`src/shared/lin_mode_pkg.sv`:
```
// Constants and mode codes of the LIN transceiver mode controller
package lin_mode_pkg;

    localparam int CLK_PERIOD_NS = 5;
    localparam int CNT_W = 23;

    // Reset hold after the regulator is up
    localparam int RESET_TIME_MS = 4;
    localparam int RESET_CYC = (RESET_TIME_MS * 1000000 + CLK_PERIOD_NS - 1)
        / CLK_PERIOD_NS;
    // Dominant time-out of the transmit input
    localparam int TDOM_TIME_MS = 6;
    localparam int TDOM_CYC = (TDOM_TIME_MS * 1000000 + CLK_PERIOD_NS - 1)
        / CLK_PERIOD_NS;
    // Transmit held low this long still allows a sleep request
    localparam int SLEEP_TXD_TIME_MS = 20;
    localparam int SLEEP_TXD_CYC =
        (SLEEP_TXD_TIME_MS * 1000000 + CLK_PERIOD_NS - 1) / CLK_PERIOD_NS;
    // Transmit high this long re-arms the driver
    localparam int REARM_TIME_NS = 10000;
    localparam int REARM_CYC = (REARM_TIME_NS + CLK_PERIOD_NS - 1)
        / CLK_PERIOD_NS;
    // Mode-select window after the enable falling edge
    localparam int WINDOW_TIME_NS = 3200;
    localparam int WINDOW_CYC = WINDOW_TIME_NS / CLK_PERIOD_NS;
    // Least dominant time that qualifies a remote wake-up
    localparam int WAKE_TIME_US = 100;
    localparam int WAKE_CYC = (WAKE_TIME_US * 1000 + CLK_PERIOD_NS - 1)
        / CLK_PERIOD_NS;

    localparam logic [11:0] REARM_CNT = 12'(REARM_CYC);
    localparam logic [9:0] WINDOW_CNT = 10'(WINDOW_CYC);

    typedef enum logic [4:0] {
        MODE_UNPOWERED = 5'h01,
        MODE_FAILSAFE = 5'h02,
        MODE_NORMAL = 5'h04,
        MODE_SILENT = 5'h08,
        MODE_SLEEP = 5'h10
    } mode_e;

endpackage

```
`src/hdl/lin_mode_ctrl.sv`:
```
// LIN transceiver mode controller with wake-up, time-out and reset timing
//
// Function
// - Normal: transmit drives bus, receive follows
// - Regulator undervoltage outside sleep: reset low, go fail-safe
// - Enable fall with transmit high: silent
// - Silent: no transmit, receive high, regulator on
// - Low-power: prewake level enables receiver, termination
// - Wake-up needs long dominant, then rise
// - Wake in silent: fail-safe, receive low
// - Enable high in silent: go normal
// - Enable fall with transmit low: sleep
// - Sleep: regulator off, reset and receive low
// - Wake in sleep: fail-safe, regulator on
// - Enable high in sleep: fail-safe, then normal
// - Power-up: fail-safe, reset low 4 ms
// - Fail-safe until enable high, then normal
// - Battery loss in low power: restart fail-safe
// - External reset low forces fail-safe
// - No mode change during reset delay
// - Driver overheat: driver off, receive high
// - Bus shorted low: low power allowed, wakes once the bus is released
// - Regulator overload or overheat: fail-safe, restart
// - Open enable reads low, open transmit high
// - Transmit stuck low: sleep after 20 ms
// - Dominant time-out releases driver until re-armed
// - Normal: receive high recessive, low dominant
`timescale 1ns/1ps
`default_nettype none

module lin_mode_ctrl #(
    parameter int RESET_CYCLES = lin_mode_pkg::RESET_CYC,
    parameter int TDOM_CYCLES = lin_mode_pkg::TDOM_CYC,
    parameter int SLEEP_TXD_CYCLES = lin_mode_pkg::SLEEP_TXD_CYC,
    parameter int WAKE_CYCLES = lin_mode_pkg::WAKE_CYC
) (
    // Clock and reset
    input wire logic clk,
    input wire logic rst_n,
    // Host pins
    input wire logic mode_enable,
    input wire logic mode_enable_driven,
    input wire logic transmit,
    input wire logic transmit_driven,
    output logic receive_data,
    input wire logic undervoltage_reset_n_i,
    output logic undervoltage_reset_n_o,
    output logic undervoltage_reset_n_oe,
    // Bus side
    input wire logic lin_level,
    input wire logic prewake_threshold,
    output logic lin_drive_dominant,
    output logic bus_receiver_enable,
    output logic termination_enable,
    // Supply and thermal monitors
    input wire logic supply_undervoltage_threshold,
    input wire logic regulator_undervoltage,
    input wire logic regulator_overload,
    input wire logic regulator_thermal_limit,
    input wire logic bus_driver_thermal_limit,
    output logic regulator_enable,
    // State
    output lin_mode_pkg::mode_e mode
);
    import lin_mode_pkg::*;

    localparam logic [CNT_W-1:0] RST_N = CNT_W'(RESET_CYCLES);
    localparam logic [CNT_W-1:0] TDOM_N = CNT_W'(TDOM_CYCLES);
    localparam logic [CNT_W-1:0] SLEEP_N = CNT_W'(SLEEP_TXD_CYCLES);
    localparam logic [CNT_W-1:0] WAKE_N = CNT_W'(WAKE_CYCLES);

    typedef struct packed {
        mode_e mode;
        logic en_s1;
        logic en_s2;
        logic en_prev;
        logic txd_s1;
        logic txd_s2;
        logic lin_q;
        logic [CNT_W-1:0] rst_cnt;
        logic [CNT_W-1:0] dom_cnt;
        logic [11:0] rearm_cnt;
        logic sel_busy;
        logic [9:0] sel_cnt;
        logic sel_txd_low;
        logic [CNT_W-1:0] wake_cnt;
        logic drv_off;
        logic wake_flag;
        logic rxd;
        logic lin_dom;
        logic undervoltage_reset_n_low;
    } state_s;

    localparam state_s STATE_RST = '{
        mode: MODE_UNPOWERED,
        en_s1: 1'b0, en_s2: 1'b0, en_prev: 1'b0,
        txd_s1: 1'b1, txd_s2: 1'b1, lin_q: 1'b1,
        rst_cnt: '0, dom_cnt: '0, rearm_cnt: '0,
        sel_busy: 1'b0, sel_cnt: '0, sel_txd_low: 1'b0,
        wake_cnt: '0, drv_off: 1'b0, wake_flag: 1'b0,
        rxd: 1'b0, lin_dom: 1'b0, undervoltage_reset_n_low: 1'b1
    };

    state_s s_q;
    state_s s_d;

    logic en_pin;
    logic txd_pin;
    logic en_fall;
    logic low_power;
    logic listening;
    logic wake_hit;
    logic ext_reset;
    logic reg_fault;
    logic sleep_ok;

    // Pull-down on enable, pull-up on transmit when not driven
    assign en_pin = mode_enable_driven & mode_enable;
    assign txd_pin = ~transmit_driven | transmit;

    assign en_fall = s_q.en_prev & ~s_q.en_s2;
    assign low_power = (s_q.mode == MODE_SILENT) || (s_q.mode == MODE_SLEEP);
    assign listening = low_power & prewake_threshold;
    // Rising bus edge after a qualified dominant phase
    assign wake_hit = low_power & s_q.lin_q & (s_q.wake_cnt == WAKE_N);
    // Only a pull-down from outside counts, not our own drive
    assign ext_reset = ~undervoltage_reset_n_i & ~s_q.undervoltage_reset_n_low;
    assign reg_fault = regulator_overload | regulator_thermal_limit;
    // Stuck-low transmit may still request sleep once 20 ms have passed
    assign sleep_ok = ~s_q.drv_off || (s_q.dom_cnt == SLEEP_N);

    always_comb begin
        s_d = s_q;
        s_d.en_s1 = en_pin;
        s_d.en_s2 = s_q.en_s1;
        s_d.en_prev = s_q.en_s2;
        s_d.txd_s1 = txd_pin;
        s_d.txd_s2 = s_q.txd_s1;
        s_d.lin_q = lin_level;

        // Dominant time-out and re-arm timers
        if (s_q.txd_s2) begin
            s_d.dom_cnt = '0;
        end else if (s_q.dom_cnt != SLEEP_N) begin
            s_d.dom_cnt = s_q.dom_cnt + 1'b1;
        end
        if (!s_q.txd_s2) begin
            s_d.rearm_cnt = '0;
        end else if (s_q.rearm_cnt != REARM_CNT) begin
            s_d.rearm_cnt = s_q.rearm_cnt + 1'b1;
        end
        if (!s_q.txd_s2 && s_q.dom_cnt >= TDOM_N) begin
            s_d.drv_off = 1'b1;
        end else if (s_q.rearm_cnt == REARM_CNT) begin
            s_d.drv_off = 1'b0;
        end

        // Reset delay runs only once the regulator is up
        if (s_q.rst_cnt != '0 && !regulator_undervoltage) begin
            s_d.rst_cnt = s_q.rst_cnt - 1'b1;
        end

        // Dominant duration while the wake receiver listens; the count is
        // held through the rising edge, since the prewake level drops first
        if (!low_power || s_q.lin_q) begin
            s_d.wake_cnt = '0;
        end else if (listening && s_q.wake_cnt != WAKE_N) begin
            s_d.wake_cnt = s_q.wake_cnt + 1'b1;
        end

        // Mode-select window
        if (s_q.sel_busy) begin
            s_d.sel_cnt = s_q.sel_cnt + 1'b1;
        end

        if (!supply_undervoltage_threshold) begin
            // Battery lost: come back through fail-safe
            s_d.mode = MODE_UNPOWERED;
            s_d.rst_cnt = RST_N;
            s_d.wake_flag = 1'b0;
            s_d.sel_busy = 1'b0;
        end else if (s_q.mode != MODE_UNPOWERED && (ext_reset || reg_fault ||
                (regulator_undervoltage && s_q.mode != MODE_SLEEP))) begin
            s_d.mode = MODE_FAILSAFE;
            s_d.sel_busy = 1'b0;
            if (regulator_undervoltage || reg_fault) begin
                s_d.rst_cnt = RST_N;
            end
        end else begin
            unique case (s_q.mode)
                MODE_UNPOWERED: begin
                    s_d.mode = MODE_FAILSAFE;
                    s_d.rst_cnt = RST_N;
                end
                MODE_FAILSAFE: begin
                    if (s_q.en_s2 && s_q.rst_cnt == '0) begin
                        s_d.mode = MODE_NORMAL;
                        s_d.wake_flag = 1'b0;
                    end
                end
                MODE_NORMAL: begin
                    if (en_fall) begin
                        s_d.sel_busy = 1'b1;
                        s_d.sel_cnt = '0;
                        s_d.sel_txd_low = ~s_q.txd_s2;
                    end else if (s_q.sel_busy &&
                            s_q.sel_cnt == WINDOW_CNT) begin
                        s_d.sel_busy = 1'b0;
                        if ((s_q.sel_txd_low || !s_q.txd_s2) && sleep_ok) begin
                            s_d.mode = MODE_SLEEP;
                        end else begin
                            s_d.mode = MODE_SILENT;
                        end
                    end
                end
                MODE_SILENT: begin
                    if (wake_hit) begin
                        s_d.mode = MODE_FAILSAFE;
                        s_d.wake_flag = 1'b1;
                    end else if (s_q.en_s2) begin
                        s_d.mode = MODE_NORMAL;
                    end
                end
                MODE_SLEEP: begin
                    if (wake_hit || s_q.en_s2) begin
                        s_d.mode = MODE_FAILSAFE;
                        s_d.wake_flag = wake_hit;
                        s_d.rst_cnt = RST_N;
                    end
                end
            endcase
        end

        // Pin outputs follow the next mode
        s_d.undervoltage_reset_n_low = (s_d.rst_cnt != '0) || (s_d.mode == MODE_SLEEP) ||
            (s_d.mode == MODE_UNPOWERED);
        s_d.lin_dom = (s_d.mode == MODE_NORMAL) && !s_d.sel_busy &&
            !s_q.txd_s2 && !s_d.drv_off && !bus_driver_thermal_limit;
        unique case (s_d.mode)
            MODE_NORMAL: begin
                s_d.rxd = s_q.lin_q | bus_driver_thermal_limit;
            end
            MODE_FAILSAFE: s_d.rxd = ~s_d.wake_flag;
            MODE_SILENT: s_d.rxd = 1'b1;
            default: s_d.rxd = 1'b0;
        endcase
    end

    always_ff @(posedge clk) begin
        if (!rst_n) begin
            s_q <= STATE_RST;
        end else begin
            s_q <= s_d;
        end
    end

    assign mode = s_q.mode;
    assign receive_data = s_q.rxd;
    assign lin_drive_dominant = s_q.lin_dom;
    assign undervoltage_reset_n_o = 1'b0;
    assign undervoltage_reset_n_oe = s_q.undervoltage_reset_n_low;
    assign bus_receiver_enable = ~low_power | prewake_threshold;
    assign termination_enable = ~low_power | prewake_threshold;
    assign regulator_enable = (s_q.mode != MODE_SLEEP) &&
        (s_q.mode != MODE_UNPOWERED) && !regulator_thermal_limit;
endmodule // lin_mode_ctrl

`default_nettype wire

```
`config.mk`:
```
export PLATFORM = sky130hd
export DESIGN_NAME = lin_mode_ctrl
export DESIGN_NICKNAME = d
export VERILOG_FILES = /design/src/shared/lin_mode_pkg.sv /design/src/hdl/lin_mode_ctrl.sv
export SDC_FILE = /design/constraint.sdc
export NUM_CORES = 1
export LEC_CHECK = 0
export BUFFER_PORTS_ARGS = -buffer_cell sky130_fd_sc_hd__buf_2
export CAP_MARGIN = 20
export CORE_UTILIZATION = 64
export CTS_BUF_LIST = sky130_fd_sc_hd__clkbuf_8
export DETAILED_ROUTE_END_ITERATION = 8
export PLACE_DENSITY = 0.89
export SETUP_SLACK_MARGIN = 0.05
export SLEW_MARGIN = 10
export SYNTH_ARGS = -nofsm -noshare
export SYNTH_HDL_FRONTEND = slang
export SYNTH_SLANG_ARGS = --single-unit
export TNS_END_PERCENT = 5
```
`constraint.sdc`:
```
create_clock -name clk -period 2.74 [get_ports clk]
set_clock_uncertainty 0.05 [all_clocks]
set_input_delay 0.411 -clock clk [delete_from_list [all_inputs] [get_ports clk]]
set_output_delay 0.411 -clock clk [all_outputs]
set_load 0.1 [all_outputs]
```
==> load_flow_metrics.sql, run 1 <==
INSERT INTO impl_metrics (metric_group, metric, value, unit) VALUES
('route', 'drt_iter0_markers', '340', ''),
('route', 'drt.antenna.violating_nets', '0', ''),
('worst_setup_path', 'timing.critical_path.to_type', 'flop', ''),
('yosys', 'yosysUniqueCellTypes', '69', ''),
('hold_path', 'hold_path.startpoint', 'lin_level', ''),
('layout', 'layout.cells.most_common_list', 'dfxtp_1, nor2_1, nand2_1, nand3_1', ''),
('hold_path', 'hold-path-endpoint', 's_q[98]', ''),
('worst_setup_path', 'regToRegStartpoint', 'mode[4]', ''),
('route', 'wl_met3', '702', 'µm'),
('layout', 'most_common_library_cell_in_the_layout_ignoring_fill_and_taps', 'dfxtp_1', ''),
('route', 'max_used_layer', 'met4', ''),
('yosys', 'ys.flop_type', 'dfxtp_1', ''),
('layout', 'ant_diodes', '0', ''),
('floorplanning', 'top_level_ports', '26', ''),
('worst_setup_path', 'timing.critical_path.from_type', 'flop', ''),
('grt', 'global_route.overflow_total', '0', ''),
('yosys', 'yosys_register_bits', '109', ''),
('floorplanning', 'placement_rows', '33', ''),
('yosys', 'netlist.area_leader.share', '0.398', ''),
('yosys', 'synth_instances', '644', ''),
('layout', 'fin_util', '0.707', ''),
('clock_tree', 'tritoncts', 'built', ''),
('pwr', 'ir_drop', '0.000351', 'V'),
('clock_tree', 'number_of_buffers_added_to_fix_hold_violations_after_cts', '0', ''),
('floorplanning', 'floorplan.die_area', '8950', 'µm²'),
('route', 'avgViaCountPerCell', '5.95', ''),
('layout', 'n_fill_cell', '642', ''),
('clock_tree', 'cts_post_setup_buffers_inserted', '0', ''),
('run', 'maxCapViolCount', '0', ''),
('pwr', 'cellLeakagePower', '0.00207', 'µW'),
('sta', 'final-max-slew-violation-count', '0', ''),
('yosys', 'synth_area_per_cell', '8.52', 'µm²'),
('hold_path', 'hold_path_depth', '2', ''),
('floorplanning', 'initial_core_util', '0.664', ''),
('floorplanning', 'die_w', '94.6', 'µm'),
('sta', 'final-setup-viol-count', '0', ''),
('route', 'routed_wirelength', '11.7', 'mm'),
('route', 'drcViolationCount', '0', ''),
('sta', 'hold_violations', '0', ''),
('clock_tree', 'clock_tree.htree_level_count', '3', ''),
('route', 'routedLengthMet1', '5.38', 'mm'),
('clock_tree', 'numClockSinks', '109', ''),
('layout', 'layout-drive-gt1-share', '0.0997', ''),
('placed_design', 'io_buffer_count', '24', ''),
('clock_tree', 'cts_max_path_buffers', '2', ''),
('clock_tree', 'cts-root-buf', 'clkbuf_8', ''),
('clock_tree', 'tritoncts.num_buffers', '9', ''),
('sta', 'worst_hold_slack', '0.177', 'ns'),
('yosys', 'post_synthesis_instance_area', '5490', 'µm²'),
('grt', 'first_pass_grt_wire_length', '19.1', 'mm'),
('layout', 'synthToLayoutAreaGrowth', '6.48', '%'),
('worst_setup_path', 'cp.arrival', '2.72', 'ns'),
('pwr', 'p_per_area', '482', 'nW/µm²'),
('route', 'drtPass1Iterations', '5', ''),
('yosys', 'synth_top_area_cell', 'dfxtp_1', ''),
('grt', 'grt_antenna_before_repair', '0', ''),
('floorplanning', 'core_area', '8260', 'µm²'),
('yosys', 'async_reset_ff_frac', '0', ''),
('placed_design', 'dp_hpwl', '8.49', 'mm'),
('grt', 'groute.usage.overall', '0.271', ''),
('sta', 'max_clock_freq', '396', 'MHz'),
('route', 'routed_wirelength_normalized_by_instance_count', '15.2', 'µm'),
('placed_design', 'gpl.final_weighted_congestion', '0.923', ''),
('hold_path', 'worst_hold_path_type', 'in -> reg', ''),
('worst_setup_path', 'critical_path.max_fanout', '10', ''),
('status', 'status', 'completed', ''),
('yosys', 'number_of_warnings_issued_by_yosys', '0', ''),
('floorplanning', 'die_height', '94.6', 'µm'),
('yosys', 'yosysSeqAreaShare', '0.398', ''),
('clock_tree', 'clk_transition_reported_paths', '0.10', 'ns'),
('clock_tree', 'post_cts_resized', '0', '');
[where the power goes]
group,total (µW),leakage (µW),switching [µW],internal [µW]
logic,184,0.00108,126,57.9
clock network,1010,0.000112,539,475
registers,1620,0.000882,19.0,1600
total,2820,0.00207,684,2130
[cell usage after synthesis, types with 3 or more instances]
cell type	number
ha_1	10
nor4_4	3
o21ai_0	15
or4_1	4
and3_1	19
clkbuf_1	14
inv_1	21
a21oi_1	27
and2_1	6
buf_2	3
nor4b_1	6
or2_2	4
nor2_1	108
mux2i_1	4
or3_1	13
nand2b_1	7
nand3_1	38
nor4_1	7
nand4_1	16
nand3b_1	4
nand2_1	47
nor3_1	17
dfxtp_1	109
a22oi_1	3
xnor2_1	37
a211oi_1	4
nor2b_1	3
buf_4	7
and4_1	3
xor2_1	37
o31ai_1	3
[per-stage QoR]
step / total power [µW] / area, µm² / std cells / setup TNS [ns] / setup WS [ns]
2_1_floorplan: 1790 / 5490 / 644 / 0 / 0.178
3_3_place_gp: 1830 / 5630 / 751 / 0 / 0.268
3_5_place_dp: 1830 / 5630 / 751 / 0 / 0.161
4_1_cts: 2830 / 5830 / 767 / 0 / 0.271
5_1_grt: 2910 / 5840 / 767 / -0.00840 / -0.00840
6_report: 2820 / 5840 / 767 / 0 / 0.216
[critical path, cell delays in order, from the launching register on]
cell,delay [ns]
dfxtp_1,0.49
nand2b_1,0.19
o41ai_2,0.12
a2111oi_1,0.64
a32o_1,0.47
nand3_1,0.13
nor3_1,0.20
nand4_1,0.12
[cell families after synthesis]
family	count (synthesis)	share of synthesized area
AO/OA/AOI/OAI	75	0.0901
adder cells (fa/ha/maj)	10	0.0228
XOR/XNOR	74	0.118
buffers and inverters	47	0.0404
AND/OR/NAND/NOR	322	0.319
multiplexers	6	0.0114
flip-flops	109	0.398
other	1	0.000683
[how the worst max path moves through the flow]
stage | startpoint | endpoint | slack (ns)
3_3_place_gp | undervoltage_reset_n_i | undervoltage_reset_n_oe | 0.27
6_report | mode[4] | undervoltage_reset_n_oe | 0.22
2_1_floorplan | mode[4] | regulator_enable | 0.18
5_1_grt | mode[4] | undervoltage_reset_n_oe | -0.008
4_1_cts | mode[0] | undervoltage_reset_n_oe | 0.27
3_5_place_dp | undervoltage_reset_n_i | undervoltage_reset_n_oe | 0.16
[layer usage]
layer,vias to the layer above,GRT usage
met5,-,0
li1,2251,-
met4,0,0.110
met3,27,0.0467
met2,167,0.424
met1,2122,0.369
[registers in the layout, indices dropped and copies added (netlist names)]
signal / flops
lin_drive_dominant: 1
mode: 5
receive_data: 1
s_d: 3
s_q: 98
undervoltage_reset_n_oe: 1
[final cells by class]
cell class,count,area (µm²),area share
clock inverter,5,56.3,0.00964
clock buffer,11,151,0.0259
sequential,109,2180,0.374
inverter,21,78.8,0.0135
tap,105,131,0.0225
multi-input combinational,488,3090,0.529
timing repair buffer,28,150,0.0257
No activity file was read; power rests on OpenSTA's default activity.
==> inputs of run 2 (changes only) <==
--- a/config.mk
+++ b/config.mk
@@ -5,13 +5,15 @@
 export SDC_FILE = /design/constraint.sdc
 export NUM_CORES = 1
 export LEC_CHECK = 0
+export ABC_AREA = 1
 export BUFFER_PORTS_ARGS = -buffer_cell sky130_fd_sc_hd__buf_2
 export CAP_MARGIN = 20
 export CORE_UTILIZATION = 64
 export CTS_BUF_LIST = sky130_fd_sc_hd__clkbuf_8
 export DETAILED_ROUTE_END_ITERATION = 8
-export PLACE_DENSITY = 0.89
+export PLACE_DENSITY = 0.88
 export SETUP_SLACK_MARGIN = 0.05
+export SKIP_LAST_GASP = 1
 export SLEW_MARGIN = 10
 export SYNTH_ARGS = -nofsm -noshare
 export SYNTH_HDL_FRONTEND = slang
==> run 2 against run 1 <==
Hold slack got worse by 0.029 ns. Highest routed layer unchanged. Die area rose by 8.9%. Largest cell class unchanged. Critical endpoint unchanged. Cell area rose by 8.4%. Synthesized cell count rose by 36%. Sequential share of layout area fell by 2.9 points.
==> load_flow_metrics.sql, run 2 <==
INSERT INTO impl_metrics (metric_group, metric, value, unit) VALUES
('worst_setup_path', 'cp.arrival', '2.60', 'ns'),
('yosys', 'yosys_register_bits', '109', ''),
('route', 'drtPass1Iterations', '5', ''),
('yosys', 'async_reset_ff_frac', '0', ''),
('yosys', 'ys_top_cells_by_area', 'dfxtp_1, nand2_1, nor2_1', ''),
('sta', 'totalNegativeSetupSlack', '0', 'ns'),
('yosys', 'post_synthesis_instance_area', '5980', 'µm²'),
('route', 'routed_wirelength_normalized_by_instance_count', '13.3', 'µm'),
('floorplanning', 'initial_core_util', '0.673', ''),
('placed_design', 'dp_hpwl', '10.1', 'mm'),
('floorplanning', 'die_height', '98.7', 'µm'),
('floorplanning', 'floorplan.die_area', '9740', 'µm²'),
('yosys', 'synth_simple_gate_area_frac', '0.361', ''),
('grt', 'grt_max_degree', '26', ''),
('pwr', 'sw_frac_of_total', '0.293', ''),
('clock_tree', 'clk_latency', '0.39', 'ns'),
('worst_setup_path', 'timing.critical_path.from_type', 'flop', ''),
('placed_design', 'postPlaceCellArea', '6130', 'µm²'),
('sta', 'final-max-slew-violation-count', '0', ''),
('yosys', 'synth_fa_ha_area_frac', '0.0209', ''),
('layout', 'layout.cells.most_common_list', 'nand2_1, nor2_1, dfxtp_1, inv_1, a21oi_1', ''),
('floorplanning', 'core_area', '8890', 'µm²'),
('grt', 'grt_antenna_before_repair', '0', ''),
('worst_setup_path', 'worstPathRequired', '2.98', 'ns'),
('worst_setup_path', 'timing.setup.critical_path_class', 'reg -> reg', ''),
('route', 'drt.antenna.violating_nets', '0', ''),
('pwr', 'p_int', '2050', 'µW'),
('pwr', 'ir_drop', '0.000425', 'V'),
('sta', 'slew_headroom', '0.566', ''),
('layout', 'most_common_library_cell_in_the_layout_ignoring_fill_and_taps', 'nand2_1', ''),
('hold_path', 'worst_hold_path_type', 'in -> reg', ''),
('sta', 'max_clock_freq', '424', 'MHz'),
('route', 'drt_iter0_markers', '400', ''),
('sta', 'final-setup-viol-count', '0', ''),
('pwr', 'comb_power_share', '0.097', ''),
('grt', 'first_pass_grt_wire_length', '22.7', 'mm'),
('yosys', 'fraction_of_synthesized_cell_area_in_xor_and_xnor_cells', '0.0468', ''),
('clock_tree', 'tritoncts', 'built', ''),
('pwr', 'switching_pwr', '850', 'µW'),
('route', 'drcViolationCount', '0', ''),
('pwr', 'power_frac_clock', '0.344', ''),
('route', 'routed_wirelength', '13.4', 'mm'),
('yosys', 'muxShareOfSynthArea', '0', ''),
('layout', 'n_fill_cell', '739', ''),
('status', 'status', 'completed', ''),
('sta', 'hold_violations', '0', ''),
('sta', 'min_period_over_period', '0.861', ''),
('layout', 'largest_reg_flops', '98', ''),
('floorplanning', 'die_w', '98.7', 'µm'),
('floorplanning', 'placement_rows', '34', ''),
('yosys', 'dominant_cell_by_count_in_the_synthesized_netlist', 'nand2_1', ''),
('yosys', 'synth_top_area_cell', 'dfxtp_1', ''),
('layout', 'final_nets', '917', ''),
('yosys', 'postSynthNetCount', '902', ''),
('clock_tree', 'number_of_buffers_added_to_fix_hold_violations_after_cts', '0', ''),
('yosys', 'synth_instances', '878', ''),
('route', 'num_vias', '5624', ''),
('layout', 'synthToLayoutAreaGrowth', '5.79', '%'),
('yosys', 'number_of_warnings_issued_by_yosys', '0', ''),
('clock_tree', 'cts_post_setup_buffers_inserted', '0', ''),
('layout', 'design_area_final', '6330', 'µm²'),
('pwr', 'p_per_area', '459', 'nW/µm²'),
('layout', 'layout-drive-gt1-share', '0.0958', ''),
('yosys', 'synth_area_per_cell', '6.81', 'µm²'),
('grt', 'groute.usage.overall', '0.288', ''),
('yosys', 'synth_top_family_by_area', 'simple AND/OR/NAND/NOR gates', ''),
('worst_setup_path', 'critical_path.max_fanout', '14', ''),
('yosys', 'synth.cells.most_frequent', 'nand2_1, nor2_1, dfxtp_1', ''),
('yosys', 'ys.flop_type', 'dfxtp_1', ''),
('pwr', 'power.sequential.fraction', '0.560', ''),
('floorplanning', 'top_level_ports', '26', ''),
('grt', 'first_global_vias', '5205', ''),
('sta', 'grt_setup_unrepaired', 'false', ''),
('placed_design', 'gpl.final_weighted_congestion', '0.981', ''),
('sta', 'worst_hold_slack', '0.148', 'ns'),
('clock_tree', 'clock_tree.htree_level_count', '3', ''),
('clock_tree', 'cts_max_path_buffers', '2', ''),
('layout', 'ant_diodes', '0', ''),
('pwr', 'cellLeakagePower', '0.00242', 'µW'),
('yosys', 'synth_compound_area_frac', '0.108', ''),
('sta', 'fin_crit', '2.36', 'ns'),
('placed_design', 'io_buffer_count', '24', ''),
('yosys', 'yosysSeqAreaShare', '0.365', ''),
('yosys', 'netlist.area_leader.share', '0.365', ''),
('yosys', 'yosysUniqueCellTypes', '49', ''),
('clock_tree', 'tritoncts.num_buffers', '9', ''),
('sta', 'worstMarginPinSlew', '0.645', 'ns'),
('run', 'maxCapViolCount', '0', ''),
('route', 'avgViaCountPerCell', '5.59', ''),
('clock_tree', 'numClockSinks', '109', ''),
('clock_tree', 'post_cts_resized', '0', ''),
('grt', 'global_route.overflow_total', '0', ''),
('clock_tree', 'cts-root-buf', 'clkbuf_8', ''),
('clock_tree', 'clk_transition_reported_paths', '0.12', 'ns'),
('layout', 'largest_register_by_flop_count', 's_q', ''),
('worst_setup_path', 'timing.critical_path.to_type', 'flop', ''),
('yosys', 'synth_enable_flop_cells', '0', '');
-- run 2: changes by cell type after synthesis, moves of 11 or more --
cell / previous run / this run
inv_1: 21 / 108
nand4_1: 16 / 27
a21oi_1: 27 / 49
nor3_1: 17 / 37
nand2_1: 47 / 161
or3_1: 13 / 0
o21ai_0: 15 / 38
xnor2_1: 37 / 9
and3_1: 19 / 1
nor2_1: 108 / 150
xor2_1: 37 / 23
-- run 2: logic make-up after synthesis --
group,after synthesis
simple gates,470
buf+inv,140
compound gates,116
flops,109
xor+xnor,32
fa+ha+maj,10
other cells,1
-- run 2: path summary, 6_finish.rpt --
check,from,to,slack (ns),depth (start not counted)
worst min-delay path,transmit_driven,s_d[99],0.15,2
worst min register to register,s_d[102],s_d[101],0.38,2
worst max register to register,s_q[5],undervoltage_reset_n_oe,0.38,17
worst max-delay path,s_q[5],undervoltage_reset_n_oe,0.38,17
-- run 2: metal layers --
layer,GRT usage,up-vias,share of wire
met5,0,-,0
met1,0.368,2532,0.44
met3,0.0525,33,0.066
li1,-,2863,-
met2,0.479,196,0.47
met4,0.124,0,0.028
-- run 2: power by group through the flow --
stage / clock network, µW / logic (µW) / registers [µW]
global placement: 0 / 270 / 1660
CTS: 1010 / 278 / 1620
finish: 998 / 280 / 1630
global route: 1070 / 308 / 1630
detailed placement: 0 / 276 / 1660
floorplan: 0 / 222 / 1660
-- run 2: layout make-up --
class                   count  area [µm²]  share of cell area
clock inverters             7        78.8              0.0125
clock buffers               9         124              0.0196
multi-input cells         629        3220               0.508
inverters                 115         435              0.0688
flip-flops and latches    109        2180               0.345
well taps                 108         135              0.0213
repair buffers             29         158              0.0249
-- run 2: critical path, stage by stage (launching register included) --
cell and delay, ns:
dfxtp_1 0.39, inv_1 0.14, ha_1 0.16, inv_1 0.04, nor2_1 0.08, nand2_1 0.06, nor2_1 0.11, nand3_2 0.12
o21bai_2 0.15, nand2_2 0.10, nand2_4 0.17, inv_2 0.15, nand2_1 0.12, nand3_1 0.08, nor2_1 0.12, nand3_1 0.08
nor2_1 0.09, nand3_1 0.06
-- run 2: stage by stage --
step                total power (µW)   util  setup WS [ns]  std cells
floorplan                       1880      -          0.369        878
finish                          2900  0.712          0.381       1006
global route                    3010  0.712          0.127       1006
detailed placement              1940  0.689          0.417        990
CTS                             2920  0.712          0.405       1006
global placement                1930  0.689          0.527        990
==> inputs of run 3 (changes only) <==
==> constraint.sdc (replaced) <==
create_clock -name clk -period 2.4 [get_ports clk]
set_clock_uncertainty 0.05 [all_clocks]
set_input_delay 0.36 -clock clk [delete_from_list [all_inputs] [get_ports clk]]
set_output_delay 0.36 -clock clk [all_outputs]
set_load 0.1 [all_outputs]
==> run 3 against run 2 <==
Fmax increased by 1.4%. Register-to-register slack got worse by 0.31 ns. Die area unchanged. Via count increased by 4.9%. Cell count increased by 0.70%. Clock power increased by 13%.
==> load_flow_metrics.sql, run 3 (synthesis gave the netlist of run 2 again) <==
INSERT INTO impl_metrics (metric_group, metric, value, unit) VALUES
('layout', 'layout-drive-gt1-share', '0.105', ''),
('hold_path', 'hold_path.startpoint', 'transmit_driven', ''),
('layout', 'largest_reg_flops', '98', ''),
('worst_setup_path', 'timing.critical_path.to_type', 'flop', ''),
('sta', 'min_period_over_period', '0.969', ''),
('route', 'routedLengthMet1', '5.78', 'mm'),
('clock_tree', 'clock_tree.htree_level_count', '3', ''),
('route', 'routed-wl-met2', '6.67', 'mm'),
('grt', 'grt_max_degree', '25', ''),
('status', 'status', 'completed', ''),
('clock_tree', 'tritoncts', 'built', ''),
('layout', 'layout.cells.most_common_list', 'nand2_1, nor2_1, inv_1, dfxtp_1, a21oi_1', ''),
('sta', 'totalNegativeSetupSlack', '0', 'ns'),
('sta', 'slew_headroom', '0.667', ''),
('floorplanning', 'floorplan.die_area', '9740', 'µm²'),
('pwr', 'power_frac_clock', '0.339', ''),
('clock_tree', 'clk_latency', '0.39', 'ns'),
('clock_tree', 'cts-root-buf', 'clkbuf_8', ''),
('floorplanning', 'initial_core_util', '0.673', ''),
('sta', 'max_clock_freq', '430', 'MHz'),
('clock_tree', 'numClockSinks', '109', ''),
('worst_setup_path', 'regToRegStartpoint', 's_q[75]', ''),
('route', 'routed_wirelength_normalized_by_instance_count', '13.8', 'µm'),
('worst_setup_path', 'timing.critical_path.from_type', 'flop', ''),
('clock_tree', 'cts_max_path_buffers', '2', ''),
('pwr', 'cellLeakagePower', '0.00245', 'µW'),
('layout', 'final_nets', '924', ''),
('pwr', 'comb_power_share', '0.103', ''),
('pwr', 'sw_frac_of_total', '0.292', ''),
('placed_design', 'dpl.cell_count', '993', ''),
('layout', 'ant_diodes', '0', ''),
('sta', 'worst_hold_slack', '0.0942', 'ns'),
('route', 'wl_met3', '1.15', 'mm'),
('worst_setup_path', 'worstPathRequired', '2.64', 'ns'),
('hold_path', 'hold_path_depth', '2', ''),
('route', 'drt.antenna.violating_nets', '0', ''),
('route', 'avgViaCountPerCell', '5.82', ''),
('route', 'drtPass1Iterations', '6', ''),
('worst_setup_path', 'critical_path.max_fanout', '19', ''),
('worst_setup_path', 'worst-r2r-cell-count', '13', ''),
('worst_setup_path', 'regToRegSetupSlack', '0.07', 'ns'),
('pwr', 'power', '3320', 'µW'),
('floorplanning', 'top_level_ports', '26', ''),
('clock_tree', 'tritoncts.num_buffers', '9', ''),
('sta', 'final-max-slew-violation-count', '0', ''),
('route', 'num_vias', '5897', ''),
('route', 'drt_iter0_markers', '552', ''),
('route', 'max_used_layer', 'met4', ''),
('layout', 'synthToLayoutAreaGrowth', '7.07', '%'),
('placed_design', 'dp_hpwl', '10.4', 'mm'),
('worst_setup_path', 'timing.setup.critical_path_class', 'reg -> reg', ''),
('hold_path', 'worst_hold_path_type', 'in -> reg', ''),
('grt', 'groute.usage.overall', '0.297', ''),
('sta', 'fin_crit', '2.33', 'ns'),
('floorplanning', 'die_w', '98.7', 'µm'),
('pwr', 'p_per_area', '519', 'nW/µm²'),
('route', 'routed_wirelength', '14.0', 'mm'),
('grt', 'first_pass_grt_wire_length', '23.5', 'mm'),
('sta', 'final-setup-viol-count', '0', ''),
('sta', 'timing.final.ws_setup', '0.0745', 'ns'),
('grt', 'grt_antenna_before_repair', '0', ''),
('hold_path', 'hold-path-endpoint', 's_d[99]', ''),
('grt', 'first_global_vias', '5423', ''),
('layout', 'most_common_library_cell_in_the_layout_ignoring_fill_and_taps', 'nand2_1', ''),
('worst_setup_path', 'endpoint_of_the_worst_slack_reg_to_reg_timing_path', 'undervoltage_reset_n_oe', ''),
('floorplanning', 'core_area', '8890', 'µm²'),
('worst_setup_path', 'cp.arrival', '2.57', 'ns'),
('pwr', 'switching_pwr', '971', 'µW'),
('placed_design', 'detailedPlace.worstSlack', '0.0605', 'ns'),
('floorplanning', 'placement_rows', '34', ''),
('placed_design', 'io_buffer_count', '24', ''),
('clock_tree', 'clk_transition_reported_paths', '0.12', 'ns'),
('pwr', 'p_int', '2350', 'µW'),
('pwr', 'power.sequential.fraction', '0.558', ''),
('sta', 'worstMarginPinSlew', '0.496', 'ns'),
('pwr', 'ir_drop', '0.000317', 'V'),
('run', 'maxCapViolCount', '0', ''),
('layout', 'instances_no_fill', '1013', ''),
('placed_design', 'gpl.final_weighted_congestion', '0.984', ''),
('sta', 'hold_violations', '0', ''),
('route', 'drcViolationCount', '0', ''),
('grt', 'global_route.overflow_total', '0', ''),
('sta', 'grt_setup_unrepaired', 'true', ''),
('layout', 'largest_register_by_flop_count', 's_q', ''),
('floorplanning', 'die_height', '98.7', 'µm');
[run 3: worst max-delay path, cell delays in order, from the launching register on]
cell and delay [ns]:
dfxtp_1 0.39, inv_1 0.11, ha_1 0.21, nand2_1 0.11
nor2_4 0.06, nand3_4 0.10, nand2_8 0.09, inv_4 0.18
nand3_1 0.13, nor3_1 0.31, nand3_1 0.13, and3_1 0.21
nor2_1 0.10, nand3_1 0.07
[run 3: how the worst max path moves through the flow]
| stage | cells after the start | start | to |
|---|---|---|---|
| after floorplan | 10 | undervoltage_reset_n_oe | undervoltage_reset_n_oe |
| after global placement | 17 | s_q[5] | undervoltage_reset_n_oe |
| after detailed placement | 17 | s_q[5] | undervoltage_reset_n_oe |
| after CTS | 17 | s_q[5] | undervoltage_reset_n_oe |
| after global routing | 17 | s_q[5] | undervoltage_reset_n_oe |
| final | 13 | s_q[75] | undervoltage_reset_n_oe |
[run 3: power by group through the flow]
stage | clock network (µW) | registers [µW] | logic [µW]
finish | 1130 | 1850 | 341
global route | 1200 | 1860 | 377
CTS | 1140 | 1850 | 326
detailed placement | 0 | 1900 | 324
global placement | 0 | 1890 | 314
floorplan | 0 | 1900 | 254
[run 3: timing repair]
| item | 4_1_cts | 5_1_grt |
|---|---|---|
| setup endpoints to repair | 2 | 12 |
| hold buffers | 0 | 0 |
| gates cloned | 0 | 0 |
| buffers inserted | 0 | 4 |
| gates resized for setup | 1 | 4 |
| pin swaps | 0 | 1 |
[run 3: per-stage QoR]
stage,instance area [µm²],util
2_1_floorplan,5980,-
3_3_place_gp,6150,0.692
5_1_grt,6410,0.721
3_5_place_dp,6150,0.692
4_1_cts,6360,0.715
6_report,6410,0.721
[run 3: layer usage]
metal | up-vias | global-route usage
li1 | 2885 | -
met3 | 44 | 0.0560
met1 | 2681 | 0.362
met5 | - | 0
met4 | 0 | 0.122
met2 | 287 | 0.517
[run 3: area by class of cell]
| class | count | area [µm²] |
|---|---|---|
| multi-input cells | 629 | 3230 |
| inverters | 115 | 438 |
| clock inverters | 7 | 83.8 |
| fillers | 709 | 2480 |
| repair buffers | 36 | 210 |
| clock buffers | 9 | 124 |
| well taps | 108 | 135 |
| flip-flops and latches | 109 | 2180 |
